### src/common/wif_pkg.sv
/*
 * Constants shared by the wake and interrupt enable flag block: instruction
 * opcodes, event bit positions, reset values and widths.
 * Assumes a 16-bit instruction word whose upper byte is the opcode and whose
 * lower byte is the immediate operand.
 */
package wif_pkg;

	// ****************************************************************
	// Widths
	// ****************************************************************
	localparam int FLAG_W = 8;
	localparam int INSTR_W = 16;
	localparam int PORT_W = 4;
	localparam int OPC_MSB = 15;
	localparam int OPC_LSB = 8;
	localparam int IMM_MSB = 7;
	localparam int IMM_LSB = 0;

	// ****************************************************************
	// Opcodes of the two loading instructions
	// ****************************************************************
	localparam logic [7:0] OPC_HOLD_EN = 8'h43;
	localparam logic [7:0] OPC_IRQ_EN = 8'h51;

	// ****************************************************************
	// Event bit positions, shared by both enable registers
	// ****************************************************************
	localparam int EVT_DIV_OVF = 0;
	localparam int EVT_TMR0_UNF = 1;
	localparam int EVT_PORT_CHG = 2;
	localparam int EVT_RESERVED = 3;
	localparam int EVT_INT_FALL = 4;
	localparam int EVT_SER_RX = 5;
	localparam int EVT_SER_TX = 6;
	localparam int EVT_TMR1_UNF = 7;

	// ****************************************************************
	// Reset values and masks
	// ****************************************************************
	localparam logic [7:0] FLAG_RESET = 8'h00;
	localparam logic [7:0] FLAG_WRITE_MASK = 8'hf7;
	localparam logic [3:0] PORT_RESET = 4'h0;
	localparam logic INT_PIN_RESET = 1'b1;

endpackage : wif_pkg

### src/common/wif_load_if.sv
/*
 * Load channel between the top module and one enable register.
 * Assumes the writer drives load and data on the same clock as the holder.
 */
`timescale 1ns/100ps
interface wif_load_if;
	logic load;
	logic [7:0] data;
	logic [7:0] flags;

	modport writer (output load, output data, input flags);
	modport holder (input load, input data, output flags);
endinterface : wif_load_if

### src/wake_irq_flags.sv
/*
 * Hold-release and interrupt enable flags with event gating.
 * Assumes the instruction decoder presents one instruction per strobe on mclk,
 * internal event pulses are one mclk cycle wide on the same clock, and the
 * wake input port and external interrupt pin are asynchronous pins.
 */
// Functional notes
// - Opcode byte 0x43 loads the immediate into the hold-release enable register in one cycle.
// - Hold-release bit 0 lets a divider overflow release hold.
// - Hold-release bit 1 lets a timer 0 underflow release hold.
// - Hold-release bit 2 lets a change on the wake input port release hold.
// - Hold-release bit 4 lets a falling edge on the interrupt pin release hold.
// - Hold-release bit 5 lets serial receive completion release hold.
// - Hold-release bit 6 lets serial transmit completion release hold.
// - Hold-release bit 7 lets a timer 1 underflow release hold.
// - Opcode byte 0x51 loads the immediate into the interrupt enable register in one cycle.
// - Interrupt enable bit n lets event n be accepted, same sources and order as hold release.
`timescale 1ns/100ps
module wake_irq_flags (
	input wire logic mclk,
	input wire logic rst_n,
	input wire logic instrValid,
	input wire logic [15:0] instrWord,
	input wire logic evtDivOvf,
	input wire logic evtTmr0Unf,
	input wire logic evtSerRx,
	input wire logic evtSerTx,
	input wire logic evtTmr1Unf,
	input wire logic [3:0] wakePortPin,
	input wire logic intPin,
	output logic [7:0] holdEnable,
	output logic [7:0] irqEnable,
	output logic holdRelease,
	output logic [7:0] wakeSource,
	output logic [7:0] irqAccept,
	output logic irqAny
);

	// ****************************************************************
	// Helpers
	// ****************************************************************
	function automatic logic isOpcode(input logic [15:0] word, input logic [7:0] opc);
		isOpcode = (word[wif_pkg::OPC_MSB:wif_pkg::OPC_LSB] == opc);
	endfunction : isOpcode

	function automatic logic [7:0] gateEvents(input logic [7:0] evt, input logic [7:0] enable);
		gateEvents = evt & enable & wif_pkg::FLAG_WRITE_MASK;
	endfunction : gateEvents

	// ****************************************************************
	// Instruction decode and enable registers
	// ****************************************************************
	wif_load_if holdLoad ();
	wif_load_if irqLoad ();

	logic loadHold;
	logic loadIrq;
	logic [7:0] immediate;

	assign immediate = instrWord[wif_pkg::IMM_MSB:wif_pkg::IMM_LSB];
	assign loadHold = instrValid && isOpcode(instrWord, wif_pkg::OPC_HOLD_EN);
	assign loadIrq = instrValid && isOpcode(instrWord, wif_pkg::OPC_IRQ_EN);

	assign holdLoad.load = loadHold;
	assign holdLoad.data = immediate;
	assign irqLoad.load = loadIrq;
	assign irqLoad.data = immediate;

	wif_enable_reg u_holdReg (
		.mclk(mclk),
		.rst_n(rst_n),
		.loadPort(holdLoad.holder)
	);

	wif_enable_reg u_irqReg (
		.mclk(mclk),
		.rst_n(rst_n),
		.loadPort(irqLoad.holder)
	);

	assign holdEnable = holdLoad.flags;
	assign irqEnable = irqLoad.flags;

	// ****************************************************************
	// Pin synchronisers
	// ****************************************************************
	logic [3:0] portSync;
	logic [3:0] portChange;
	logic intSync;
	logic intFall;

	// The port is idle low and the interrupt pin idle high, so reset does not fake an edge.
	wif_pin_sync #(
		.WIDTH(wif_pkg::PORT_W),
		.INIT(wif_pkg::PORT_RESET)
	) u_portSync (
		.mclk(mclk),
		.rst_n(rst_n),
		.pinIn(wakePortPin),
		.pinSync(portSync),
		.pinChange(portChange),
		.pinFall()
	);

	wif_pin_sync #(
		.WIDTH(1),
		.INIT(wif_pkg::INT_PIN_RESET)
	) u_intSync (
		.mclk(mclk),
		.rst_n(rst_n),
		.pinIn(intPin),
		.pinSync(intSync),
		.pinChange(),
		.pinFall(intFall)
	);

	// ****************************************************************
	// Event vector
	// ****************************************************************
	logic [7:0] evtVec;

	always_comb begin
		evtVec = 8'h00;
		evtVec[wif_pkg::EVT_DIV_OVF] = evtDivOvf;
		evtVec[wif_pkg::EVT_TMR0_UNF] = evtTmr0Unf;
		evtVec[wif_pkg::EVT_PORT_CHG] = |portChange;
		evtVec[wif_pkg::EVT_RESERVED] = 1'b0;
		evtVec[wif_pkg::EVT_INT_FALL] = intFall;
		evtVec[wif_pkg::EVT_SER_RX] = evtSerRx;
		evtVec[wif_pkg::EVT_SER_TX] = evtSerTx;
		evtVec[wif_pkg::EVT_TMR1_UNF] = evtTmr1Unf;
	end

	// ****************************************************************
	// Hold release
	// ****************************************************************
	// An event in the cycle of a load is gated by the flags held before the load.
	logic [7:0] nxt_wakeSource;
	logic [7:0] wakeSource_ff;
	logic holdRelease_ff;
	logic holdHit;

	assign nxt_wakeSource = gateEvents(evtVec, holdEnable);
	assign holdHit = |(evtVec & holdEnable);

	always_ff @(posedge mclk or negedge rst_n) begin
		if (!rst_n) begin
			wakeSource_ff <= wif_pkg::FLAG_RESET;
			holdRelease_ff <= 1'b0;
		end else begin
			wakeSource_ff <= nxt_wakeSource;
			holdRelease_ff <= |nxt_wakeSource;
		end
	end

	assign wakeSource = wakeSource_ff;
	assign holdRelease = holdRelease_ff;

	// ****************************************************************
	// Interrupt acceptance
	// ****************************************************************
	logic [7:0] nxt_irqAccept;
	logic [7:0] irqAccept_ff;
	logic irqAny_ff;
	logic irqHit;

	assign nxt_irqAccept = gateEvents(evtVec, irqEnable);
	assign irqHit = |(evtVec & irqEnable);

	always_ff @(posedge mclk or negedge rst_n) begin
		if (!rst_n) begin
			irqAccept_ff <= wif_pkg::FLAG_RESET;
			irqAny_ff <= 1'b0;
		end else begin
			irqAccept_ff <= nxt_irqAccept;
			irqAny_ff <= |nxt_irqAccept;
		end
	end

	assign irqAccept = irqAccept_ff;
	assign irqAny = irqAny_ff;

	// ****************************************************************
	// Assertions
	// ****************************************************************
	property p_holdLoad;
		@(posedge mclk) disable iff (!rst_n)
		loadHold |=> (holdEnable == ($past(immediate) & wif_pkg::FLAG_WRITE_MASK));
	endproperty
	a_holdLoad: assert property (p_holdLoad) else $error("hold enable not loaded from immediate");

	property p_holdKeep;
		@(posedge mclk) disable iff (!rst_n)
		!loadHold |=> $stable(holdEnable);
	endproperty
	a_holdKeep: assert property (p_holdKeep) else $error("hold enable changed without its opcode");

	property p_irqLoad;
		@(posedge mclk) disable iff (!rst_n)
		loadIrq |=> (irqEnable == ($past(immediate) & wif_pkg::FLAG_WRITE_MASK));
	endproperty
	a_irqLoad: assert property (p_irqLoad) else $error("irq enable not loaded from immediate");

	property p_irqKeep;
		@(posedge mclk) disable iff (!rst_n)
		!loadIrq |=> $stable(irqEnable);
	endproperty
	a_irqKeep: assert property (p_irqKeep) else $error("irq enable changed without its opcode");

	property p_divWake;
		@(posedge mclk) disable iff (!rst_n)
		(evtDivOvf && holdEnable[wif_pkg::EVT_DIV_OVF]) |=> (holdRelease && wakeSource[wif_pkg::EVT_DIV_OVF]);
	endproperty
	a_divWake: assert property (p_divWake) else $error("divider overflow did not release hold");

	property p_tmr0Wake;
		@(posedge mclk) disable iff (!rst_n)
		(evtTmr0Unf && holdEnable[wif_pkg::EVT_TMR0_UNF]) |=> (holdRelease && wakeSource[wif_pkg::EVT_TMR0_UNF]);
	endproperty
	a_tmr0Wake: assert property (p_tmr0Wake) else $error("timer 0 underflow did not release hold");

	property p_portWake;
		@(posedge mclk) disable iff (!rst_n)
		($changed(portSync) && holdEnable[wif_pkg::EVT_PORT_CHG]) |-> ##1 holdRelease;
	endproperty
	a_portWake: assert property (p_portWake) else $error("port change did not release hold");

	property p_intWake;
		@(posedge mclk) disable iff (!rst_n)
		($fell(intSync) && holdEnable[wif_pkg::EVT_INT_FALL]) |-> ##1 (holdRelease && wakeSource[wif_pkg::EVT_INT_FALL]);
	endproperty
	a_intWake: assert property (p_intWake) else $error("interrupt pin fall did not release hold");

	property p_rxWake;
		@(posedge mclk) disable iff (!rst_n)
		(evtSerRx && holdEnable[wif_pkg::EVT_SER_RX]) |=> wakeSource[wif_pkg::EVT_SER_RX];
	endproperty
	a_rxWake: assert property (p_rxWake) else $error("receive completion did not release hold");

	property p_txWake;
		@(posedge mclk) disable iff (!rst_n)
		(evtSerTx && holdEnable[wif_pkg::EVT_SER_TX]) |=> wakeSource[wif_pkg::EVT_SER_TX];
	endproperty
	a_txWake: assert property (p_txWake) else $error("transmit completion did not release hold");

	property p_tmr1Wake;
		@(posedge mclk) disable iff (!rst_n)
		(evtTmr1Unf && holdEnable[wif_pkg::EVT_TMR1_UNF]) |=> wakeSource[wif_pkg::EVT_TMR1_UNF];
	endproperty
	a_tmr1Wake: assert property (p_tmr1Wake) else $error("timer 1 underflow did not release hold");

	property p_irqGate;
		@(posedge mclk) disable iff (!rst_n)
		##1 (irqAccept == ($past(evtVec) & $past(irqEnable)));
	endproperty
	a_irqGate: assert property (p_irqGate) else $error("accepted interrupts do not match enabled events");

	property p_irqSameOrder;
		@(posedge mclk) disable iff (!rst_n)
		(holdEnable == irqEnable) |=> (wakeSource == irqAccept);
	endproperty
	a_irqSameOrder: assert property (p_irqSameOrder) else $error("interrupt and wake bit order differ");

	property p_blocked;
		@(posedge mclk) disable iff (!rst_n)
		holdRelease |-> $past(holdHit);
	endproperty
	a_blocked: assert property (p_blocked) else $error("hold released by a disabled event");

	property p_holdAny;
		@(posedge mclk) disable iff (!rst_n)
		holdRelease == (|wakeSource);
	endproperty
	a_holdAny: assert property (p_holdAny) else $error("hold release does not match its sources");

	property p_irqAny;
		@(posedge mclk) disable iff (!rst_n)
		irqAny == (|irqAccept);
	endproperty
	a_irqAny: assert property (p_irqAny) else $error("interrupt summary does not match accepted bits");

	property p_irqBlocked;
		@(posedge mclk) disable iff (!rst_n)
		irqAny |-> $past(irqHit);
	endproperty
	a_irqBlocked: assert property (p_irqBlocked) else $error("interrupt accepted from a disabled event");

	property p_reserved;
		@(posedge mclk) disable iff (!rst_n)
		!holdEnable[wif_pkg::EVT_RESERVED] && !irqEnable[wif_pkg::EVT_RESERVED]
			&& !wakeSource[wif_pkg::EVT_RESERVED] && !irqAccept[wif_pkg::EVT_RESERVED];
	endproperty
	a_reserved: assert property (p_reserved) else $error("reserved bit took effect");

	property p_resetClear;
		@(posedge mclk)
		!rst_n |-> (holdEnable == wif_pkg::FLAG_RESET && irqEnable == wif_pkg::FLAG_RESET && !holdRelease);
	endproperty
	a_resetClear: assert property (p_resetClear) else $error("enable flags not clear in reset");

endmodule : wake_irq_flags

### src/wif_enable_reg.sv
/*
 * One 8-bit enable flag register, loaded whole from the load channel.
 * Assumes the writer has already decoded the instruction; the reserved bit
 * is forced to zero here so no caller can set it.
 */
`timescale 1ns/100ps
module wif_enable_reg (
	input wire logic mclk,
	input wire logic rst_n,
	wif_load_if.holder loadPort
);
	logic [7:0] flags_ff;

	always_ff @(posedge mclk or negedge rst_n) begin
		if (!rst_n) begin
			flags_ff <= wif_pkg::FLAG_RESET;
		end else if (loadPort.load) begin
			flags_ff <= loadPort.data & wif_pkg::FLAG_WRITE_MASK;
		end
	end

	assign loadPort.flags = flags_ff;
endmodule : wif_enable_reg

### src/wif_pin_sync.sv
/*
 * Two-stage synchroniser for pin inputs with a third stage for edge detection.
 * Assumes the pins are asynchronous to mclk; edges are reported one to two
 * clocks after the pin moves.
 */
`timescale 1ns/100ps
module wif_pin_sync #(
	parameter int WIDTH = 1,
	parameter logic [WIDTH-1:0] INIT = '0
) (
	input wire logic mclk,
	input wire logic rst_n,
	input wire logic [WIDTH-1:0] pinIn,
	output logic [WIDTH-1:0] pinSync,
	output logic [WIDTH-1:0] pinChange,
	output logic [WIDTH-1:0] pinFall
);
	logic [WIDTH-1:0] meta_ff;
	logic [WIDTH-1:0] sync_ff;
	logic [WIDTH-1:0] prev_ff;

	// The first stage is read only by the second stage.
	always_ff @(posedge mclk or negedge rst_n) begin
		if (!rst_n) begin
			meta_ff <= INIT;
			sync_ff <= INIT;
			prev_ff <= INIT;
		end else begin
			meta_ff <= pinIn;
			sync_ff <= meta_ff;
			prev_ff <= sync_ff;
		end
	end

	assign pinSync = sync_ff;
	assign pinChange = sync_ff ^ prev_ff;
	assign pinFall = prev_ff & ~sync_ff;
endmodule : wif_pin_sync
### config.mk
export PLATFORM = sky130hd
export DESIGN_NAME = wake_irq_flags
export DESIGN_NICKNAME = d
export VERILOG_FILES = /design/src/common/wif_pkg.sv /design/src/common/wif_load_if.sv /design/src/wake_irq_flags.sv /design/src/wif_enable_reg.sv /design/src/wif_pin_sync.sv
export SDC_FILE = /design/constraint.sdc
export NUM_CORES = 1
export LEC_CHECK = 0
export BUFFER_PORTS_ARGS = -buffer_cell sky130_fd_sc_hd__clkbuf_2
export CORE_MARGIN = 1
export CORE_UTILIZATION = 46
export CTS_BUF_LIST = sky130_fd_sc_hd__clkbuf_16
export DETAILED_ROUTE_END_ITERATION = 7
export PLACE_DENSITY = 0.8
export SYNTH_ARGS = -nofsm -noshare
export SYNTH_HDL_FRONTEND = slang
export SYNTH_SLANG_ARGS = --single-unit
### constraint.sdc
create_clock -name mclk -period 2 [get_ports mclk]
set_input_delay 0.5 -clock mclk [delete_from_list [all_inputs] [get_ports mclk]]
set_output_delay 0.5 -clock mclk [all_outputs]
set_load 0.03 [all_outputs]
# [Yosys cells after proc, flatten, opt, wreduce, memory -nomap -nowiden]
# Index checks and enable logic that the tools add are counted.
[totals] out_inout_bits=34 ff_bits=45 input_bits=29
[op_classes] n_bitwise=5 n_eq_ne=2 reduce_logical=5
[ops] op="$and A8 B8 Y8" count=2
[ops] op="$eq A8 B7 Y1 const B" count=2
[ops] op="$reduce_or A7 Y1" count=2
[ops] op="$reduce_or A4 Y1" count=1
[ops] op="$xor A4 B4 Y4" count=1
[ops] op="$logic_and A1 B1 Y1" count=2
[ops] op="$and A1 B1 Y1" count=1
[ops] op="$not A1 Y1" count=1

# [Depth between registers and ports, before layout]
# Gate-level depths: netlist of run 1.
[depth] ltp_word=4 ltp_mapped=3

# [Modules after synthesis]
# From an unflattened synthesis of run 1, not the netlist that was laid out.
[unflattened] cells_unflattened=113 area_unflattened_um2=1714.1
[by_module_without_submodules] module="wake_irq_flags" cells_per_inst=49 area_per_inst_um2=629.4 n_inst=1
[by_module_without_submodules] module="wif_enable_reg" cells_per_inst=17 area_per_inst_um2=302.8 n_inst=2
[by_module_without_submodules] module="wif_pin_sync at u_portSync" cells_per_inst=24 area_per_inst_um2=380.4 n_inst=1
[by_module_without_submodules] module="wif_pin_sync at u_intSync" cells_per_inst=6 area_per_inst_um2=98.8 n_inst=1

# [Worst setup path before layout of run 1]
# Ideal clock, no wire load.
[synth_timing] path_kind="register -> register" from="register u_portSync.prev_ff[1]" to="register irqAny_ff (netlist: irqAny)" synth_period_minus_slack_ns=1.560 stages_incl_launch_ff=4 setup_slack_ns=0.440 arrival_ns=1.432 cell_sequence="dfrtp_1 > xor2_1 > or4_1 > a2111o_1"
[synth_via] elab_chain_len=4
[synth_rtl] element="start, declared" line_no="wif_pin_sync.sv:20" text="logic [WIDTH-1:0] prev_ff;"
[synth_rtl] element="start signal, assigned" line_no="wif_pin_sync.sv:31" text="prev_ff <= sync_ff;"
[synth_rtl] element="$xor A4 B4 Y4" line_no="wif_pin_sync.sv:36" text="assign pinChange = sync_ff ^ prev_ff;"
[synth_rtl] element="$reduce_or A4 Y1" line_no="wake_irq_flags.sv:126" text="evtVec[wif_pkg::EVT_PORT_CHG] = |portChange;"
[synth_rtl] element="$and A8 B8 Y8"
[synth_rtl] element="$reduce_or A7 Y1" line_no="wake_irq_flags.sv:176" text="irqAny_ff <= |nxt_irqAccept;"
[synth_rtl] element="end signal, assigned" line_no="wake_irq_flags.sv:176"
[synth_rtl] element="end, declared" line_no="wake_irq_flags.sv:164" text="logic irqAny_ff;"
# No other way between the ends.
# A chain may end at the register's enable or synchronous reset.

# [Final worst setup path of run 1]
[layout_timing] from="register u_portSync.sync_ff[1] (netlist: u_portSync.pinSync[1])" to="register irqAny_ff (netlist: irqAny)"
[layout_via] elab_chain_len=4
[layout_rtl] element="start, declared" line_no="wif_pin_sync.sv:19" text="logic [WIDTH-1:0] sync_ff;"
[layout_rtl] element="start signal, assigned" line_no="wif_pin_sync.sv:30" text="sync_ff <= meta_ff;"
[layout_rtl] element="$xor A4 B4 Y4" line_no="wif_pin_sync.sv:36"
[layout_rtl] element="$reduce_or A4 Y1" line_no="wake_irq_flags.sv:126"
[layout_rtl] element="$and A8 B8 Y8"
[layout_rtl] element="$reduce_or A7 Y1" line_no="wake_irq_flags.sv:176"
# No other way between the ends.

==> metrics.txt, run 1 <==
# TYPE chip_impl_metric gauge
chip_impl_info{name="status",value="complete, no violations"} 1
chip_impl_metric{name="gr-usage-all-layers",unit=""} 0.189
chip_impl_metric{name="crit_path_max_fanout",unit=""} 2
chip_impl_info{name="cts_tree",value="yes"} 1
chip_impl_metric{name="worst-slew-pin-transition",unit="ns"} 0.666
chip_impl_metric{name="wl_per_cell",unit="um"} 14.6
chip_impl_metric{name="cts_inserted_buffers",unit=""} 5
chip_impl_metric{name="area_after_detailed_placement",unit="sq um"} 1900
chip_impl_metric{name="aggregate_global_routing_overflow",unit=""} 0
chip_impl_info{name="grt_setup_unrepaired",value="false"} 1
chip_impl_metric{name="synth_top_cell_area_share",unit=""} 0.681
chip_impl_metric{name="synth_async_sr_flop_share",unit=""} 1.00
chip_impl_info{name="holdCritPathClass",value="primary input to async pin"} 1
chip_impl_metric{name="chipHeight",unit="um"} 59.9
chip_impl_metric{name="clock_insertion_delay_worst_skew",unit="ns"} 0.28
chip_impl_metric{name="multiInputGateArea",unit="sq um"} 390
chip_impl_metric{name="yosys_register_bits",unit=""} 45
chip_impl_info{name="crit-reg2reg-capture",value="irqAny$_DFF_PN0_"} 1
chip_impl_metric{name="finalClockSkew",unit="ns"} 0.00306
chip_impl_metric{name="cts_htree_levels",unit=""} 2
chip_impl_metric{name="synthesis.instances",unit=""} 95
chip_impl_metric{name="route.antenna.remaining_nets",unit=""} 0
chip_impl_info{name="synthFlopType",value="sky130_fd_sc_hd__dfrtp_1"} 1
chip_impl_metric{name="regToRegSetupSlack",unit="ns"} 0.36
chip_impl_metric{name="dr.first_iter.drc_count",unit=""} 41
chip_impl_metric{name="routed_wirelength",unit="um"} 3010
chip_impl_metric{name="placementRows",unit=""} 20
chip_impl_metric{name="dpl.hpwl",unit="um"} 2250
chip_impl_metric{name="antenna-diode-count",unit=""} 0
chip_impl_metric{name="initial_util",unit=""} 0.493
chip_impl_metric{name="num_vias",unit=""} 994
chip_impl_metric{name="post_cts.resized_instances",unit=""} 0
chip_impl_metric{name="die_w",unit="um"} 59.9
chip_impl_metric{name="grt_start_max_net_pins",unit=""} 28
chip_impl_metric{name="seq_area",unit="sq um"} 1130
chip_impl_metric{name="number_of_global_route_vias_before_repair",unit=""} 977
chip_impl_metric{name="drc_markers",unit=""} 0
chip_impl_metric{name="cts.repair_timing.setup_buffer_count",unit=""} 0
chip_impl_metric{name="gpl.final_weighted_congestion",unit=""} 0.755
chip_impl_metric{name="yosysWarnings",unit=""} 0
chip_impl_metric{name="seq_area_frac_synth",unit=""} 0.732
chip_impl_metric{name="fin_setup_tns",unit="ns"} 0
chip_impl_metric{name="period_needed",unit="ns"} 1.64
chip_impl_metric{name="antenna_violations_before_repair",unit=""} 0
chip_impl_info{name="synth.largest_area_cell",value="sky130_fd_sc_hd__dfrtp_1"} 1
chip_impl_info{name="critPathKind",value="flip-flop to flip-flop"} 1
chip_impl_metric{name="maxCapViolations",unit=""} 0
chip_impl_metric{name="critPathRequiredTime",unit="ns"} 2.16
chip_impl_metric{name="achievable-frequency",unit="GHz"} 0.610
chip_impl_metric{name="power_per_unit_of_standard_cell_area",unit="nW/um^2"} 944
chip_impl_metric{name="mappedNetlistArea",unit="sq um"} 1540
chip_impl_metric{name="cts.path.max_buffers",unit=""} 2
chip_impl_metric{name="fillerInstances",unit=""} 233
chip_impl_info{name="clock-root-buffer",value="sky130_fd_sc_hd__clkbuf_16"} 1
chip_impl_metric{name="clkTransAtPathRegs",unit="ns"} 0.06
chip_impl_metric{name="synth_cell_types",unit=""} 20
chip_impl_metric{name="synth-edff-count",unit=""} 0
chip_impl_metric{name="grt_pass1_wl",unit="um"} 4500
chip_impl_info{name="synthMostInstantiatedCell",value="sky130_fd_sc_hd__dfrtp_1"} 1
chip_impl_metric{name="fin_crit_sh",unit=""} 0.819
chip_impl_metric{name="core_region_area",unit="sq um"} 3130
chip_impl_metric{name="finalNetCount",unit=""} 190
chip_impl_metric{name="area.growth.synth_to_final",unit="%"} 32.0
chip_impl_metric{name="numClockSinks",unit=""} 45
chip_impl_metric{name="hold_viol",unit=""} 0
chip_impl_metric{name="detailedRoute.firstPassIterationCount",unit=""} 4
chip_impl_metric{name="worst_ep_arrival_time",unit="ns"} 1.80
chip_impl_metric{name="power.leakage",unit="nW"} 1.13
chip_impl_info{name="reg2reg_from",value="u_portSync.pinSync[1]$_DFF_PN0_"} 1
chip_impl_info{name="ys_top_cells_by_area",value="sky130_fd_sc_hd__dfrtp_1 68%, sky130_fd_sc_hd__mux2_2 10%, sky130_fd_sc_hd__dfstp_2 5.1%"} 1
chip_impl_metric{name="final_area",unit="sq um"} 2040
chip_impl_metric{name="worst_ir_drop_vdd",unit="uV"} 690
chip_impl_info{name="critical_path.startpoint_type",value="flip-flop"} 1
chip_impl_metric{name="max-slew-margin-rel",unit=""} 0.556
chip_impl_metric{name="floorplan.io_pins",unit=""} 63
chip_impl_metric{name="synth_area_per_inst",unit="sq um"} 16.2
chip_impl_metric{name="layout-drive-gt1-share",unit=""} 0.531
chip_impl_metric{name="fin_util",unit=""} 0.651
chip_impl_metric{name="slew_viol_final",unit=""} 0
chip_impl_metric{name="r2r_cells",unit=""} 3
chip_impl_info{name="synthTopCellsByCount",value="42 x sky130_fd_sc_hd__dfrtp_1, 14 x sky130_fd_sc_hd__mux2_2, 10 x sky130_fd_sc_hd__and2_1, 4 x sky130_fd_sc_hd__buf_4, 4 x sky130_fd_sc_hd__xor2_1"} 1
chip_impl_metric{name="die_area",unit="sq um"} 3590
chip_impl_metric{name="avgViaCountPerCell",unit=""} 4.83
chip_impl_metric{name="hold_buffers",unit=""} 0
chip_impl_metric{name="total_setup_violations_reported_at_the_end_of_the_flow",unit=""} 0
chip_impl_metric{name="numPortBuffers",unit=""} 57
chip_impl_info{name="cp-end-kind",value="flip-flop"} 1
## stage by stage
stage                     hold WS [ns]  worst slack [ns]  power (mW)  std cells
after floorplan                  0.204             0.440        1.10         98
after CTS                        0.254             0.358        1.95        206
after detailed placement         0.335             0.374        1.18        198
after global placement           0.333             0.395        1.17        198
after global routing             0.295             0.300        2.00        206
final                            0.240             0.362        1.92        206
## worst max path at each step
stage | end | depth (start not counted) | slack, ns | from
after CTS | irqAny$_DFF_PN0_ | 3 | 0.36 | u_portSync.pinSync[1]$_DFF_PN0_
after global placement | irqAny$_DFF_PN0_ | 3 | 0.39 | u_portSync.prev_ff[1]$_DFF_PN0_
final | irqAny$_DFF_PN0_ | 3 | 0.36 | u_portSync.pinSync[1]$_DFF_PN0_
after global routing | irqAny$_DFF_PN0_ | 3 | 0.30 | u_portSync.prev_ff[1]$_DFF_PN0_
after detailed placement | u_holdReg.loadPort.flags[4]$_DFFE_PN0P_ | 5 | 0.37 | instrWord[11]
after floorplan | irqAny$_DFF_PN0_ | 3 | 0.44 | u_portSync.prev_ff[1]$_DFF_PN0_
## sequential cells by signal, summed over array words and instances (netlist names)
register,cells
irqAccept,7
u_holdReg.loadPort.flags,7
u_irqReg.loadPort.flags,7
wakeSource,7
u_portSync.meta_ff,4
u_portSync.pinSync,4
u_portSync.prev_ff,4
holdRelease,1
irqAny,1
u_intSync.meta_ff,1
u_intSync.pinSync,1
u_intSync.prev_ff,1
## cell usage in the layout (no fill, tap or decap)
| cell type | count |
|---|---|
| sky130_fd_sc_hd__or3_1 | 1 |
| sky130_fd_sc_hd__xor2_1 | 4 |
| sky130_fd_sc_hd__clkbuf_16 | 5 |
| sky130_fd_sc_hd__or4_1 | 1 |
| sky130_fd_sc_hd__or2_2 | 1 |
| sky130_fd_sc_hd__nor3b_1 | 1 |
| sky130_fd_sc_hd__buf_12 | 1 |
| sky130_fd_sc_hd__a2111o_1 | 1 |
| sky130_fd_sc_hd__dfrtp_1 | 42 |
| sky130_fd_sc_hd__nand4_1 | 1 |
| sky130_fd_sc_hd__and2_1 | 10 |
| sky130_fd_sc_hd__nor2_1 | 3 |
| sky130_fd_sc_hd__buf_4 | 2 |
| sky130_fd_sc_hd__clkinv_1 | 2 |
| sky130_fd_sc_hd__and3b_1 | 2 |
| sky130_fd_sc_hd__clkinv_2 | 1 |
| sky130_fd_sc_hd__clkbuf_2 | 57 |
| sky130_fd_sc_hd__dfstp_2 | 3 |
| sky130_fd_sc_hd__o41ai_1 | 1 |
| sky130_fd_sc_hd__inv_1 | 1 |
| sky130_fd_sc_hd__conb_1 | 4 |
| sky130_fd_sc_hd__and2_2 | 1 |
| sky130_fd_sc_hd__mux2_2 | 14 |
| sky130_fd_sc_hd__nand4b_1 | 2 |
| sky130_fd_sc_hd__and4bb_2 | 1 |
## cell type report
class	count	area share
Sequential cell	45	0.555
Multi-Input combinational cell	48	0.192
Timing Repair Buffer	60	0.157
Clock buffer	5	0.0614
Tap cell	44	0.0270
Clock inverter	3	0.00614
Inverter	1	0.00184
## critical path, cell delays in order, from the launching register on
cell	delay, ns
sky130_fd_sc_hd__dfrtp_1	0.39
sky130_fd_sc_hd__xor2_1	0.16
sky130_fd_sc_hd__or4_1	0.55
sky130_fd_sc_hd__a2111o_1	0.43
## kinds of logic after synthesis
group / count (synthesis) / share of synthesized area
AND/OR/NAND/NOR: 24 / 0.105
multiplexers: 14 / 0.102
flip-flops: 45 / 0.732
other: 1 / 0.00243
buffers and inverters: 5 / 0.0219
AO/OA/AOI/OAI: 2 / 0.0130
XOR/XNOR: 4 / 0.0227
## report_power, final
part,total [mW],switching [mW],internal [mW],leakage [nW]
clock network,0.757,0.307,0.451,0.0687
logic,0.188,0.122,0.0659,0.478
registers,0.977,0.0210,0.956,0.585
## layer usage
| layer | up-vias | routed length, um | track usage |
|---|---|---|---|
| met1 | 498 | 1120 | 0.189 |
| met4 | 0 | 123 | 0.130 |
| met3 | 9 | 165 | 0.0714 |
| li1 | 448 | - | - |
| met2 | 39 | 1600 | 0.322 |
| met5 | - | 0 | 0 |
(Power assumes the default switching activity.)
==> inputs of run 2 (changes only) <==
--- a/config.mk
+++ b/config.mk
@@ -7,10 +7,10 @@
 export LEC_CHECK = 0
 export BUFFER_PORTS_ARGS = -buffer_cell sky130_fd_sc_hd__clkbuf_2
 export CORE_MARGIN = 1
-export CORE_UTILIZATION = 46
+export CORE_UTILIZATION = 42
 export CTS_BUF_LIST = sky130_fd_sc_hd__clkbuf_16
 export DETAILED_ROUTE_END_ITERATION = 7
-export PLACE_DENSITY = 0.8
+export PLACE_DENSITY = 0.77
 export SYNTH_ARGS = -nofsm -noshare
 export SYNTH_HDL_FRONTEND = slang
 export SYNTH_SLANG_ARGS = --single-unit
==> constraint.sdc (replaced) <==
create_clock -name mclk -period 1.5 [get_ports mclk]
set_input_delay 0.375 -clock mclk [delete_from_list [all_inputs] [get_ports mclk]]
set_output_delay 0.375 -clock mclk [all_outputs]
set_load 0.03 [all_outputs]
==> metrics.txt, run 2 (synthesis gave the netlist of run 1 again) <==
# TYPE chip_impl_metric gauge
chip_impl_metric{name="critPathRequiredTime",unit="ns"} 1.65
chip_impl_metric{name="initial_util",unit=""} 0.452
chip_impl_metric{name="grt_pass1_wl",unit="um"} 4740
chip_impl_info{name="most-common-layout-cells",value="57 x sky130_fd_sc_hd__clkbuf_2, 42 x sky130_fd_sc_hd__dfrtp_1, 14 x sky130_fd_sc_hd__mux2_2, 10 x sky130_fd_sc_hd__and2_1, 5 x sky130_fd_sc_hd__clkbuf_16"} 1
chip_impl_info{name="cp-end-kind",value="flip-flop"} 1
chip_impl_metric{name="routed_wirelength",unit="um"} 2840
chip_impl_metric{name="grt_start_max_net_pins",unit=""} 28
chip_impl_metric{name="detailedRoute.firstPassIterationCount",unit=""} 4
chip_impl_metric{name="hold_buffers",unit=""} 0
chip_impl_metric{name="layout-drive-gt1-share",unit=""} 0.531
chip_impl_metric{name="slew_viol_final",unit=""} 0
chip_impl_metric{name="gr-usage-all-layers",unit=""} 0.167
chip_impl_metric{name="hold_viol",unit=""} 0
chip_impl_metric{name="dr.first_iter.drc_count",unit=""} 15
chip_impl_metric{name="antenna_violations_before_repair",unit=""} 0
chip_impl_metric{name="number_of_global_route_vias_before_repair",unit=""} 1036
chip_impl_info{name="grt_setup_unrepaired",value="true"} 1
chip_impl_metric{name="met2_usage",unit=""} 0.285
chip_impl_metric{name="numPortBuffers",unit=""} 57
chip_impl_metric{name="worst_ir_drop_vdd",unit="uV"} 595
chip_impl_metric{name="die_area",unit="sq um"} 3920
chip_impl_metric{name="finalNetCount",unit=""} 190
chip_impl_metric{name="avgViaCountPerCell",unit=""} 4.59
chip_impl_info{name="crit-reg2reg-capture",value="irqAny$_DFF_PN0_"} 1
chip_impl_metric{name="r2r_cells",unit=""} 3
chip_impl_info{name="cts_tree",value="yes"} 1
chip_impl_metric{name="cts.path.max_buffers",unit=""} 2
chip_impl_metric{name="core_region_area",unit="sq um"} 3420
chip_impl_metric{name="antenna-diode-count",unit=""} 0
chip_impl_metric{name="area.growth.synth_to_final",unit="%"} 32.4
chip_impl_metric{name="power.switching",unit="uW"} 568
chip_impl_metric{name="clock_power_share",unit=""} 0.385
chip_impl_metric{name="route.antenna.remaining_nets",unit=""} 0
chip_impl_metric{name="cts_inserted_buffers",unit=""} 5
chip_impl_info{name="status",value="complete, but fails checks"} 1
chip_impl_info{name="reg2reg_from",value="u_portSync.pinSync[2]$_DFF_PN0_"} 1
chip_impl_metric{name="gpl.final_weighted_congestion",unit=""} 0.776
chip_impl_metric{name="setup_slack",unit="ns"} -0.127
chip_impl_metric{name="aggregate_global_routing_overflow",unit=""} 0
chip_impl_metric{name="groute.layer.met1.usage",unit=""} 0.187
chip_impl_info{name="most_common_cell_after_layout_fill_and_taps_aside",value="sky130_fd_sc_hd__clkbuf_2"} 1
chip_impl_metric{name="worst_ep_arrival_time",unit="ns"} 1.78
chip_impl_metric{name="cts_htree_levels",unit=""} 2
chip_impl_metric{name="total_setup_violations_reported_at_the_end_of_the_flow",unit=""} 1
chip_impl_metric{name="power_switching_share",unit=""} 0.225
chip_impl_metric{name="max-slew-margin-rel",unit=""} 0.648
chip_impl_metric{name="hold_ws",unit="ns"} 0.0425
chip_impl_metric{name="clkTransAtPathRegs",unit="ns"} 0.05
chip_impl_metric{name="period_needed",unit="ns"} 1.63
chip_impl_metric{name="power.internal",unit="mW"} 1.96
chip_impl_metric{name="wl_per_cell",unit="um"} 13.7
chip_impl_info{name="busiest_layer",value="met2"} 1
chip_impl_metric{name="power.leakage",unit="nW"} 1.14
chip_impl_metric{name="finalClockSkew",unit="ns"} 0.00430
chip_impl_info{name="holdCritPathClass",value="primary input to async pin"} 1
chip_impl_metric{name="power_per_unit_of_standard_cell_area",unit="nW/um^2"} 1240
chip_impl_metric{name="comb_power_share",unit=""} 0.099
chip_impl_metric{name="regToRegSetupSlack",unit="ns"} -0.13
chip_impl_metric{name="worst-slew-pin-transition",unit="ns"} 0.520
chip_impl_info{name="critical_path.startpoint_type",value="flip-flop"} 1
chip_impl_metric{name="clock_insertion_delay_worst_skew",unit="ns"} 0.27
chip_impl_info{name="clock-root-buffer",value="sky130_fd_sc_hd__clkbuf_16"} 1
chip_impl_metric{name="die_w",unit="um"} 62.6
chip_impl_info{name="critPathKind",value="flip-flop to flip-flop"} 1
chip_impl_metric{name="floorplan.io_pins",unit=""} 63
chip_impl_metric{name="power_frac_seq",unit=""} 0.516
chip_impl_metric{name="numClockSinks",unit=""} 45
chip_impl_metric{name="crit_path_max_fanout",unit=""} 2
chip_impl_metric{name="achievable-frequency",unit="GHz"} 0.615
chip_impl_info{name="violations",value="setup timing"} 1
chip_impl_metric{name="grt_use_met3",unit=""} 0.0383
chip_impl_metric{name="maxCapViolations",unit=""} 0
chip_impl_metric{name="fin_crit_sh",unit=""} 1.08
chip_impl_metric{name="dp_slack",unit="ns"} -0.132
chip_impl_metric{name="placementRows",unit=""} 21
chip_impl_metric{name="chipHeight",unit="um"} 62.6
chip_impl_metric{name="num_vias",unit=""} 955
chip_impl_metric{name="drc_markers",unit=""} 0
chip_impl_metric{name="dpl.hpwl",unit="um"} 2240
==> run 2: how the worst max path moves through the flow <==
stage | endpoint | start | slack, ns | cells past startpoint
after floorplan | irqAny$_DFF_PN0_ | u_portSync.prev_ff[2]$_DFF_PN0_ | -0.02 | 3
after global placement | irqAny$_DFF_PN0_ | u_portSync.prev_ff[2]$_DFF_PN0_ | -0.05 | 3
after detailed placement | irqAny$_DFF_PN0_ | u_portSync.pinSync[2]$_DFF_PN0_ | -0.13 | 3
after CTS | irqAny$_DFF_PN0_ | u_portSync.pinSync[2]$_DFF_PN0_ | -0.12 | 3
after global routing | irqAny$_DFF_PN0_ | u_portSync.pinSync[2]$_DFF_PN0_ | -0.16 | 3
final | irqAny$_DFF_PN0_ | u_portSync.pinSync[2]$_DFF_PN0_ | -0.13 | 3
==> run 2: routing by layer <==
layer | share of wire | vias to the layer above
met1 | 0.39 | 468
met3 | 0.044 | 6
met4 | 0.024 | 0
met5 | 0 | -
li1 | - | 445
met2 | 0.55 | 36
==> run 2: power groups by stage <==
stage | logic, mW | clock network [mW] | registers [mW]
finish | 0.250 | 0.975 | 1.30
floorplan | 0.0685 | 0 | 1.40
global placement | 0.244 | 0 | 1.32
detailed placement | 0.250 | 0 | 1.33
CTS | 0.253 | 1.00 | 1.31
global route | 0.272 | 1.05 | 1.31
==> run 2: layout make-up <==
type	instances	area (sq um)
fill	299	1370
clock buffer	5	125
tap	46	57.6
inverter	1	3.75
sequential	45	1130
timing repair buffer	60	320
multi-input combinational	48	394
clock inverter	3	11.3
==> run 2: critical path, cell delays in order, from the launching register on <==
cell                       delay, ns
sky130_fd_sc_hd__dfrtp_1        0.40
sky130_fd_sc_hd__xor2_1         0.17
sky130_fd_sc_hd__or4_4          0.55
sky130_fd_sc_hd__a2111o_1       0.38
==> run 2: through the flow <==
| step | TNS, ns | instances | cell area [sq um] | utilization | power, mW |
|---|---|---|---|---|---|
| 3_5_place_dp | -0.132 | 200 | 1900 | 0.557 | 1.58 |
| 4_1_cts | -0.119 | 208 | 2040 | 0.598 | 2.56 |
| 2_1_floorplan | -0.0179 | 98 | 1550 | - | 1.46 |
| 6_report | -0.127 | 208 | 2040 | 0.598 | 2.53 |
| 5_1_grt | -0.176 | 208 | 2040 | 0.598 | 2.63 |
| 3_3_place_gp | -0.0508 | 200 | 1900 | 0.557 | 1.56 |
==> run 2: what timing repair did <==
action                     4_1_cts  5_1_grt
gates resized for setup          1        0
setup endpoints to repair        1        2
buffers inserted                 0        0
cloned                           0        0
==> inputs of run 3 (changes only) <==
==> constraint.sdc (replaced) <==
create_clock -name mclk -period 1.5 [get_ports mclk]
set_input_delay 0.45 -clock mclk [delete_from_list [all_inputs] [get_ports mclk]]
set_output_delay 0.45 -clock mclk [all_outputs]
set_load 0.03 [all_outputs]
==> metrics.txt, run 3 (synthesis gave the netlist of run 1 again) <==
# TYPE chip_impl_metric gauge
chip_impl_metric{name="cts_inserted_buffers",unit=""} 5
chip_impl_metric{name="dpl.hpwl",unit="um"} 2260
chip_impl_metric{name="numPortBuffers",unit=""} 57
chip_impl_metric{name="route.antenna.remaining_nets",unit=""} 0
chip_impl_metric{name="finalNetCount",unit=""} 190
chip_impl_metric{name="fin_crit_sh",unit=""} 1.06
chip_impl_metric{name="clock_insertion_delay_worst_skew",unit="ns"} 0.28
chip_impl_metric{name="power_per_unit_of_standard_cell_area",unit="nW/um^2"} 1240
chip_impl_metric{name="maxCapViolations",unit=""} 0
chip_impl_info{name="holdCritPathClass",value="primary input to async pin"} 1
chip_impl_metric{name="gr-usage-all-layers",unit=""} 0.174
chip_impl_metric{name="fin_util",unit=""} 0.598
chip_impl_info{name="most-common-layout-cells",value="57 x sky130_fd_sc_hd__clkbuf_2, 42 x sky130_fd_sc_hd__dfrtp_1, 14 x sky130_fd_sc_hd__mux2_2, 10 x sky130_fd_sc_hd__and2_1, 5 x sky130_fd_sc_hd__clkbuf_16"} 1
chip_impl_metric{name="hold_ws",unit="ns"} 0.122
chip_impl_metric{name="core_region_area",unit="sq um"} 3420
chip_impl_metric{name="worst_ep_arrival_time",unit="ns"} 1.74
chip_impl_info{name="cts_tree",value="yes"} 1
chip_impl_metric{name="num_vias",unit=""} 941
chip_impl_metric{name="crit_path_max_fanout",unit=""} 2
chip_impl_metric{name="clkTransAtPathRegs",unit="ns"} 0.06
chip_impl_metric{name="drc_markers",unit=""} 0
chip_impl_metric{name="fin_setup_tns",unit="ns"} -0.0895
chip_impl_metric{name="aggregate_global_routing_overflow",unit=""} 0
chip_impl_metric{name="area.growth.synth_to_final",unit="%"} 32.4
chip_impl_metric{name="slew_viol_final",unit=""} 0
chip_impl_info{name="grt_setup_unrepaired",value="true"} 1
chip_impl_metric{name="numClockSinks",unit=""} 45
chip_impl_info{name="clock-root-buffer",value="sky130_fd_sc_hd__clkbuf_16"} 1
chip_impl_metric{name="fillerInstances",unit=""} 291
chip_impl_metric{name="cts_htree_levels",unit=""} 2
chip_impl_info{name="most_common_cell_after_layout_fill_and_taps_aside",value="sky130_fd_sc_hd__clkbuf_2"} 1
chip_impl_metric{name="total_setup_violations_reported_at_the_end_of_the_flow",unit=""} 1
chip_impl_metric{name="power.leakage",unit="nW"} 1.14
chip_impl_info{name="critPathKind",value="flip-flop to flip-flop"} 1
chip_impl_metric{name="period_needed",unit="ns"} 1.59
chip_impl_metric{name="critPathRequiredTime",unit="ns"} 1.66
chip_impl_metric{name="number_of_global_route_vias_before_repair",unit=""} 1020
chip_impl_metric{name="die_w",unit="um"} 62.6
chip_impl_metric{name="seq_area",unit="sq um"} 1130
chip_impl_metric{name="grt_start_max_net_pins",unit=""} 28
chip_impl_metric{name="gpl.final_weighted_congestion",unit=""} 0.779
chip_impl_metric{name="avgViaCountPerCell",unit=""} 4.52
chip_impl_metric{name="antenna-diode-count",unit=""} 0
chip_impl_metric{name="routed_wirelength",unit="um"} 2860
chip_impl_metric{name="grt_pass1_wl",unit="um"} 4840
chip_impl_metric{name="hold_viol",unit=""} 0
chip_impl_metric{name="wl_per_cell",unit="um"} 13.8
chip_impl_metric{name="initial_util",unit=""} 0.452
chip_impl_metric{name="finalClockSkew",unit="ns"} 0.00243
chip_impl_metric{name="place.detailed.instances",unit=""} 200
chip_impl_metric{name="setup_slack",unit="ns"} -0.0895
chip_impl_info{name="cp-end-kind",value="flip-flop"} 1
chip_impl_metric{name="floorplan.io_pins",unit=""} 63
chip_impl_metric{name="final-instance-count-excl-fill",unit=""} 208
chip_impl_metric{name="hold_buffers",unit=""} 0
chip_impl_metric{name="detailedRoute.firstPassIterationCount",unit=""} 4
chip_impl_info{name="status",value="complete, but fails checks"} 1
chip_impl_metric{name="achievable-frequency",unit="GHz"} 0.629
chip_impl_metric{name="dp_slack",unit="ns"} -0.0985
chip_impl_metric{name="die_area",unit="sq um"} 3920
chip_impl_metric{name="multiInputGateArea",unit="sq um"} 394
chip_impl_metric{name="layout-drive-gt1-share",unit=""} 0.531
chip_impl_metric{name="placementRows",unit=""} 21
chip_impl_metric{name="cts.path.max_buffers",unit=""} 2
chip_impl_info{name="critical_path.startpoint_type",value="flip-flop"} 1
chip_impl_info{name="violations",value="setup timing"} 1
chip_impl_metric{name="antenna_violations_before_repair",unit=""} 0
chip_impl_metric{name="chipHeight",unit="um"} 62.6
chip_impl_metric{name="worst_ir_drop_vdd",unit="uV"} 801
chip_impl_metric{name="dr.first_iter.drc_count",unit=""} 24
-- run 3: cell counts in the layout (fill, tap and decap cells not counted) --
No cell type changed its count.
-- run 3: final timing paths --
kind                                                 start                                     end  slack, ns  cells after the start
min in group mclk                                   intPin             u_intSync.meta_ff$_DFF_PN1_       0.26                      1
max                        u_portSync.pinSync[1]$_DFF_PN0_                        irqAny$_DFF_PN0_      -0.09                      3
min                                                  rst_n  u_irqReg.loadPort.flags[4]$_DFFE_PN0P_       0.12                      1
min reg2reg                u_portSync.meta_ff[3]$_DFF_PN0_         u_portSync.pinSync[3]$_DFF_PN0_       0.35                      0
max in group asynchronous                            rst_n                  irqAccept[4]$_DFF_PN0_       0.88                      2
max reg2reg                u_portSync.pinSync[1]$_DFF_PN0_                        irqAny$_DFF_PN0_      -0.09                      3
-- run 3: critical path, cell delays in order, from the launching register on --
cell,delay [ns]
sky130_fd_sc_hd__dfrtp_1,0.39
sky130_fd_sc_hd__xor2_1,0.16
sky130_fd_sc_hd__or4_4,0.54
sky130_fd_sc_hd__a2111o_1,0.38
-- run 3: stage by stage --
stage	area, sq um	power (mW)
after floorplan	1550	1.46
after global routing	2040	2.64
after CTS	2040	2.56
final	2040	2.54
after global placement	1900	1.56
after detailed placement	1900	1.58
-- run 3: what timing repair did --
item / CTS / global route
setup endpoints to repair: 1 / 1
endpoints found under the hold margin: 0 / 0
resized for setup: 0 / 1
setup buffers: 0 / 0
pin swaps: 1 / 0
-- run 3: layout make-up --
cell class,instances,share of cell area
repair buffers,60,0.157
clock buffers,5,0.0613
clock inverters,3,0.00551
multi-input cells,48,0.193
well taps,46,0.0282
flip-flops and latches,45,0.553
inverters,1,0.00184
-- run 3: routing by layer --
layer / vias to the layer above / wire, um / GRT usage
li1: 445 / - / -
met1: 454 / 1110 / 0.186
met2: 36 / 1550 / 0.300
met3: 6 / 147 / 0.0584
met4: 0 / 65 / 0.0959
met5: - / 0 / 0
-- run 3: where the power goes --
part | total [mW] | internal (mW) | leakage, nW | switching (mW)
clock network | 0.984 | 0.597 | 0.0738 | 0.387
registers | 1.30 | 1.28 | 0.585 | 0.0284
logic | 0.251 | 0.0891 | 0.479 | 0.162
total | 2.54 | 1.96 | 1.14 | 0.577
